`config.mk`:
```
export PLATFORM = sky130hd
export DESIGN_NAME = addr_gen
export DESIGN_NICKNAME = d
export VERILOG_FILES = /design/src/addr_gen_pkg.sv /design/src/stack_check.sv /design/src/addr_gen.sv
export VERILOG_INCLUDE_DIRS = /design/src
export SDC_FILE = /design/constraint.sdc
export NUM_CORES = 1
export LEC_CHECK = 0
export BUFFER_PORTS_ARGS = -buffer_cell sky130_fd_sc_hd__buf_4
export CAP_MARGIN = 20
export CORE_MARGIN = 2
export CORE_UTILIZATION = 53
export CTS_BUF_LIST = sky130_fd_sc_hd__clkbuf_8 sky130_fd_sc_hd__clkbuf_16
export CTS_CLUSTER_DIAMETER = 50
export DETAILED_ROUTE_END_ITERATION = 12
export PLACE_DENSITY_LB_ADDON = 0.05
export SLEW_MARGIN = 10
export SYNTH_ARGS = -nofsm -noshare
export SYNTH_HDL_FRONTEND = slang
export SYNTH_SLANG_ARGS = --single-unit
```
`constraint.sdc`:
```
create_clock -name i_ref_clk -period 8.4 [get_ports i_ref_clk]
set_input_delay 1.68 -clock i_ref_clk [delete_from_list [all_inputs] [get_ports i_ref_clk]]
set_output_delay 1.68 -clock i_ref_clk [all_outputs]
set_load 0.01 [all_outputs]
```
`src/addr_gen_regs.svh`:
```
`ifndef ADDR_GEN_REGS_SVH
`define ADDR_GEN_REGS_SVH

// Register offsets on the plain register port
`define STACK_LIMIT_OFS       4'h0
`define TABLE_PAGE_OFS        4'h1
`define VIS_PAGE_OFS          4'h2
`define CPU_CONTROL_OFS       4'h3
`define STATUS_OFS            4'h4

// Field positions
`define TABLE_CFG_BIT         7
`define PROG_VIS_BIT          2

// Reset values
`define TABLE_PAGE_RST        8'h00
`define VIS_PAGE_RST          8'h00
`define CPU_CONTROL_RST       16'h0000
`define STACK_POINTER_RST     16'h0800

// Fixed stack floor
`define STACK_FLOOR           16'h0800

`endif

```
`src/addr_gen_pkg.sv`:
```
package addr_gen_pkg;

   // Kind of program-space access being formed
   typedef enum logic [3:0] {
      acc_none  = 4'b0001,
      acc_fetch = 4'b0010,
      acc_table = 4'b0100,
      acc_remap = 4'b1000
   } access_kind_type;

   // Program-space request towards program memory
   typedef struct packed {
      logic        valid;
      logic        write;
      logic        upper;
      logic [23:0] addr;
   } prog_req_type;

   // Stack access request from the pipeline
   typedef struct packed {
      logic        push;
      logic        pop;
      logic        use_sp;
      logic [15:0] ea;
   } stack_req_type;

endpackage

```
`src/stack_check.sv`:
```
`timescale 1ns/1ps
`include "addr_gen_regs.svh"

module stack_check (
   // Limit and access
   input  wire logic [15:0]           i_limit,
   input  wire addr_gen_pkg::stack_req_type i_req,
   // Trap causes
   output logic                       o_overflow,
   output logic                       o_underflow
);
   import addr_gen_pkg::*;

   // Any stack address above the limit traps; one at the limit is allowed
   always_comb begin
      o_overflow  = i_req.use_sp && (i_req.ea > i_limit);
      o_underflow = i_req.use_sp && (i_req.ea < `STACK_FLOOR);
   end

endmodule

```
`src/addr_gen.sv`:
```
// The placing of the registers and the plain strobed port were decided locally.
`timescale 1ns/1ps
`include "addr_gen_regs.svh"

module addr_gen (
   // Clock and reset
   input  wire logic                   i_ref_clk,
   input  wire logic                   i_rst,
   // Register port
   input  wire logic [3:0]             i_reg_addr,
   input  wire logic [15:0]            i_reg_wdata,
   input  wire logic                   i_reg_wr,
   input  wire logic                   i_reg_rd,
   output logic      [15:0]            o_reg_rdata,
   // Instruction fetch
   input  wire logic                   i_fetch,
   input  wire logic [22:0]            i_pc,
   // Data-side access
   input  wire logic                   i_table_rd,
   input  wire logic                   i_table_wr,
   input  wire logic                   i_table_upper,
   input  wire logic                   i_data_rd,
   input  wire logic                   i_data_wr,
   input  wire logic [15:0]            i_data_ea,
   // Stack operations
   input  wire addr_gen_pkg::stack_req_type i_stack,
   input  wire logic                   i_call_push,
   input  wire logic                   i_exc_push,
   input  wire logic [7:0]             i_status_low_byte,
   // Program memory side
   output addr_gen_pkg::prog_req_type  o_prog,
   output addr_gen_pkg::access_kind_type o_kind,
   output logic                        o_remap_low_only,
   output logic                        o_remap_wr_blocked,
   output logic                        o_table_cfg,
   output logic                        o_cfg_wr_blocked,
   // Stack pointer and stacked PC word
   output logic      [15:0]            o_stack_pointer_reg,
   output logic      [15:0]            o_stack_addr,
   output logic      [15:0]            o_stack_pc_hi,
   // Trap to exception logic
   output logic                        o_stack_trap
);
   import addr_gen_pkg::*;

   logic [15:0] stack_limit;
   logic [7:0]  table_page;
   logic [7:0]  visibility_page;
   logic [15:0] cpu_control;
   logic [15:0] stack_pointer_reg;
   logic [15:0] next_stack_pointer;
   logic        program_visibility;
   logic        table_active;
   logic        remap_hit;
   logic        overflow;
   logic        underflow;
   logic        trap_seen;
   logic        cfg_dropped;
   stack_req_type chk_req;

   assign program_visibility = cpu_control[`PROG_VIS_BIT];
   assign table_active       = i_table_rd | i_table_wr;
   // Remap needs the enable and no table access in flight
   assign remap_hit = i_data_ea[15] && program_visibility
                      && !table_active;

   // Limit register: no reset, bit 0 held low for word alignment
   always_ff @(posedge i_ref_clk) begin
      if (i_reg_wr && i_reg_addr == `STACK_LIMIT_OFS) begin
         stack_limit <= {i_reg_wdata[15:1], 1'b0};
      end
   end

   // Page registers and control
   always_ff @(posedge i_ref_clk or posedge i_rst) begin
      if (i_rst) begin
         table_page      <= `TABLE_PAGE_RST;
         visibility_page <= `VIS_PAGE_RST;
         cpu_control     <= `CPU_CONTROL_RST;
      end else if (i_reg_wr) begin
         if (i_reg_addr == `TABLE_PAGE_OFS) begin
            table_page <= i_reg_wdata[7:0];
         end
         if (i_reg_addr == `VIS_PAGE_OFS) begin
            visibility_page <= i_reg_wdata[7:0];
         end
         if (i_reg_addr == `CPU_CONTROL_OFS) begin
            cpu_control <= i_reg_wdata;
         end
      end
   end

   // Stack pointer moves one word per push or pop
   always_comb begin
      next_stack_pointer = stack_pointer_reg;
      if (i_stack.push) begin
         next_stack_pointer = stack_pointer_reg + 16'h0002;
      end else if (i_stack.pop) begin
         next_stack_pointer = stack_pointer_reg - 16'h0002;
      end
   end

   always_ff @(posedge i_ref_clk or posedge i_rst) begin
      if (i_rst) begin
         stack_pointer_reg <= `STACK_POINTER_RST;
      end else begin
         stack_pointer_reg <= next_stack_pointer;
      end
   end

   // Push uses current pointer, pop the decremented one
   always_comb begin
      o_stack_addr = stack_pointer_reg;
      if (i_stack.pop) begin
         o_stack_addr = stack_pointer_reg - 16'h0002;
      end
   end

   // Upper stacked PC word: PC bits 22:16 for call, status byte above them for exception
   // Idle word is zero, so no stale PC bits leak onto the stack bus
   always_comb begin
      o_stack_pc_hi = 16'h0000;
      if (i_call_push) begin
         o_stack_pc_hi = {9'h000, i_pc[22:16]};
      end
      if (i_exc_push) begin
         o_stack_pc_hi = {i_status_low_byte, 1'b0, i_pc[22:16]};
      end
   end
   assign o_stack_pointer_reg = stack_pointer_reg;

   // Check either the explicit SP access or the internal push/pop address
   always_comb begin
      chk_req        = i_stack;
      chk_req.ea     = i_stack.use_sp ? i_stack.ea : o_stack_addr;
      chk_req.use_sp = i_stack.use_sp | i_stack.push | i_stack.pop;
   end

   stack_check u_check (
      .i_limit     (stack_limit),
      .i_req       (chk_req),
      .o_overflow  (overflow),
      .o_underflow (underflow)
   );

   // Combinational so the trap lands in the checked cycle
   assign o_stack_trap = overflow | underflow;

   // Program address formation, fetch has priority over data side
   always_comb begin
      o_prog             = '0;
      o_kind             = acc_none;
      o_remap_low_only   = 1'b0;
      o_remap_wr_blocked = 1'b0;
      o_cfg_wr_blocked   = 1'b0;
      o_table_cfg        = table_page[`TABLE_CFG_BIT];
      if (i_fetch) begin
         o_kind       = acc_fetch;
         o_prog.valid = 1'b1;
         o_prog.addr  = {1'b0, i_pc[22:1], 1'b0};
      end else if (table_active) begin
         o_kind       = acc_table;
         // Full 24-bit address, byte-granular EA low bit kept
         o_prog.addr  = {table_page, i_data_ea};
         o_prog.upper = i_table_upper;
         o_prog.write = i_table_wr;
         o_prog.valid = 1'b1;
         // Configuration space accepts reads only
         if (i_table_wr && table_page[`TABLE_CFG_BIT]) begin
            o_prog.valid     = 1'b0;
            o_prog.write     = 1'b0;
            o_cfg_wr_blocked = 1'b1;
         end
      end else if (remap_hit && (i_data_rd || i_data_wr)) begin
         o_kind           = acc_remap;
         o_remap_low_only = 1'b1;
         // Bit 23 zero, page supplies bits 22:15, EA bit 15 unused
         o_prog.addr = {1'b0, visibility_page,
                        i_data_ea[14:1], 1'b0};
         o_prog.valid = i_data_rd;
         o_remap_wr_blocked = i_data_wr;
      end
   end

   // Sticky diagnostics; a new event wins over a status read clear
   always_ff @(posedge i_ref_clk or posedge i_rst) begin
      if (i_rst) begin
         trap_seen   <= 1'b0;
         cfg_dropped <= 1'b0;
      end else begin
         if (i_reg_rd && i_reg_addr == `STATUS_OFS) begin
            trap_seen   <= 1'b0;
            cfg_dropped <= 1'b0;
         end
         if (o_stack_trap) begin
            trap_seen <= 1'b1;
         end
         if (o_cfg_wr_blocked) begin
            cfg_dropped <= 1'b1;
         end
      end
   end

   // Read data one cycle after the strobe, zero otherwise
   always_ff @(posedge i_ref_clk or posedge i_rst) begin
      if (i_rst) begin
         o_reg_rdata <= 16'h0000;
      end else if (i_reg_rd) begin
         unique case (i_reg_addr)
            `STACK_LIMIT_OFS: o_reg_rdata <= stack_limit;
            `TABLE_PAGE_OFS:  o_reg_rdata <= {8'h00, table_page};
            `VIS_PAGE_OFS:    o_reg_rdata <= {8'h00, visibility_page};
            `CPU_CONTROL_OFS: o_reg_rdata <= cpu_control;
            `STATUS_OFS:      o_reg_rdata <= {14'h0000, cfg_dropped,
                                              trap_seen};
            default:          o_reg_rdata <= 16'h0000;
         endcase
      end else begin
         o_reg_rdata <= 16'h0000;
      end
   end

   // Limit write then SP indirect read in next cycle is software's job
   // (stack_limit is already updated at that point here)

endmodule

```
==> reports/metrics.yaml <==
status: "completed"
ctsResizeCount: 0
yosysSeqAreaShare: 0.4273
drt_iter0_markers: 167
largestRegisters: "cpu_control (16), o_reg_rdata (16)"
vias: 4247
first_global_vias: 4101
setup_viol: 0
max_freq_ghz: 0.1590
start_util: 0.5523
drive_gt1_frac: 0.4167
yosysTopAreaCell: "dfrtp_1"
regArea_um2: 2078
multi_input_area_um2: 2530
power_leakage_nw: 3.107
die-area_um2: 9958
clockBufferDepth: 2
fp.dieW_um: 99.79
end_kind: "output pin"
dr.pass1.iters: 4
routedWlPerCell_um: 17.05
synthFlopType: "dfrtp_1"
yosys_warnings: 0
grt_max_degree: 66
rows: 34
cts_tree: "done"
max_slew_margin: 0.3032
hold_class: "reg -> reg"
n_antenna_cell: 0
cts_hold_buf: 0
finalPower_mw: 1.321
power.density_nw_per_um2: 204.0
synth_edf_count: 15
synth-seq-cells: 80
htreeDepth: 3
core_area_um2: 8806
grt_pass1_wl_um: 20280
cts_buffers: 9
drc: 0
startpoint_type: "primary input"
dp_hpwl_um: 9752
syn_avg_cell_area_um2: 10.39
fillCellCount: 645
clockRootBuffer: "clkbuf_8"
io_buffer_count: 193
wl_um: 12890
path_max_fanout: 9
die_y_um: 99.79
cts.sinks: 80
synth_top_area_frac: 0.3293
cp.arrival_ns: 4.61
setup.worst_path.class: "in -> out"
syn_inst: 468
cts_setup_buffers: 0
worstMarginPinSlew_ns: 1.045
timing.final.ws_setup_ns: 2.109
grtUsageTotal: 0.2553
ios: 198
area_delta_synth_final_pct: 33.16
grt_setup_unrepaired: "no"
fin_nets: 758
place_ws_ns: 2.112
setup_tns_ns: 0
ys_top_cells_by_area: "dfrtp_1, mux2_2, edfxtp_1"
drv_cap: 0
syn_area_um2: 4863
clock_skew_ns: 0.01175
fin_crit_ns: 6.291
grt-ovfl-total: 0
place.gp.congestion: 0.9202
path_clk_slew_ns: 0.08
hold_violations: 0
async_reset_ff_frac: 0.8125
clk_latency_ns: 0.36
peakVddDrop_mv: 0.1278
critPathRequiredTime_ns: 6.72
antenna_found_initial: 1
slew_violations: 0
via_per_inst: 5.618
synthDistinctLibCells: 58
ant_nets: 0
period_share: 0.7489
-- worst paths after layout --
kind / from / end / slack, ns / depth (start not counted)
min in group asynchronous: i_rst / o_reg_rdata[9]$_DFF_PP0_ / 1.57 / 3
setup reg to reg: o_stack_pointer_reg[1]$_DFF_PP0_ / trap_seen$_DFFE_PP0P_ / 4.95 / 13
hold / removal: cfg_dropped$_DFFE_PP0P_ / cfg_dropped$_DFFE_PP0P_ / 0.50 / 1
hold reg to reg: cfg_dropped$_DFFE_PP0P_ / cfg_dropped$_DFFE_PP0P_ / 0.50 / 1
max in group asynchronous: i_rst / visibility_page[0]$_DFFE_PP0P_ / 6.28 / 3
setup / recovery: i_stack[17] / o_stack_trap / 2.11 / 12
-- per-stage QoR --
| step | hold WS (ns) | utilization | std cells | cell area, um2 |
|---|---|---|---|---|
| floorplan | 0.4505 | - | 470 | 4871 |
| global placement | 0.4692 | 0.7134 | 740 | 6282 |
| detailed placement | 0.4891 | 0.7134 | 740 | 6282 |
| CTS | 0.5075 | 0.7354 | 756 | 6476 |
| global route | 0.5216 | 0.7354 | 756 | 6476 |
| finish | 0.5009 | 0.7354 | 756 | 6476 |
-- worst max-delay path: stages --
cell and delay (ns):
buf_4 0.13, nor3b_1 0.52, nand4b_1 0.20, xnor2_1 0.23, mux2_2 0.29, ha_1 0.29
nand4_1 0.12, or3_1 0.40, o311ai_0 0.33, a31o_2 0.18, o31ai_1 0.08, buf_4 0.15
-- final cells by class --
class                   count  share of cell area
multi-input cells         338              0.3906
clock buffers               9             0.01913
inverters                  18             0.01043
repair buffers            196              0.2272
flip-flops and latches     80              0.3209
well taps                 108             0.02087
clock inverters             7             0.01082
-- cell usage in the layout, fill, tap and decap left out, drive strengths merged, types with 3 or more instances in the layout --
cell / netlist / final
ha: 17 / 17
mux2: 46 / 46
dfrtp: 64 / 64
clkbuf: 22 / 9
nor2b: 11 / 11
or3: 4 / 4
a22oi: 11 / 11
and3: 15 / 15
mux4: 6 / 6
conb: 1 / 3
buf: 12 / 196
xnor2: 14 / 14
nor2: 29 / 29
a22o: 14 / 14
o22ai: 3 / 3
nand2b: 3 / 3
o21ai: 19 / 19
a21oi: 20 / 20
nor4: 5 / 5
xor2: 13 / 13
inv: 18 / 19
nand4: 12 / 12
nand3: 6 / 6
and2: 13 / 13
nand4b: 4 / 4
clkinvlp: 0 / 3
edfxtp: 15 / 15
nor3: 9 / 9
nand2: 30 / 30
-- cell families (layout without fill, tap and decap cells) --
family	Yosys count	in the layout	synth area share
compound gates	84	84	0.1163
xor+xnor	27	27	0.04862
fa+ha+maj	17	17	0.04373
buf+inv	52	230	0.05403
flops	80	80	0.4273
mux	54	54	0.1384
other cells	1	3	0.0007711
simple gates	153	153	0.1708
-- layer usage --
metal	GRT usage	up-vias	part of all wire
met2	0.4340	135	0.52
met1	0.3382	2057	0.41
met4	0.05269	2	0.0088
met5	0	-	0.00078
met3	0.05850	14	0.054
li1	-	2039	-
-- report_power, final --
part | leakage [nW] | internal (mW) | switching, mW | total [mW]
clock network | 0.0893 | 0.137 | 0.144 | 0.281
registers | 0.951 | 0.461 | 0.0984 | 0.560
logic | 2.07 | 0.257 | 0.224 | 0.480
-- synth_stat cells, types with 3 or more instances --
| cell type | count |
|---|---|
| mux2_2 | 44 |
| xor2_1 | 13 |
| or3_1 | 4 |
| ha_1 | 17 |
| clkbuf_1 | 21 |
| a21oi_1 | 20 |
| nand4_1 | 12 |
| nor2b_1 | 11 |
| a22o_1 | 14 |
| nor4_1 | 4 |
| xnor2_1 | 14 |
| edfxtp_1 | 15 |
| nand3_1 | 6 |
| and2_1 | 13 |
| mux4_2 | 6 |
| dfrtp_1 | 64 |
| o21ai_0 | 18 |
| inv_1 | 18 |
| buf_4 | 7 |
| a22oi_1 | 11 |
| nor3_1 | 9 |
| and3_1 | 15 |
| o22ai_1 | 3 |
| nand4b_1 | 4 |
| nand2b_1 | 3 |
| nor2_1 | 29 |
| buf_6 | 5 |
| nand2_1 | 30 |
No activity file was read; power rests on OpenSTA's default activity.
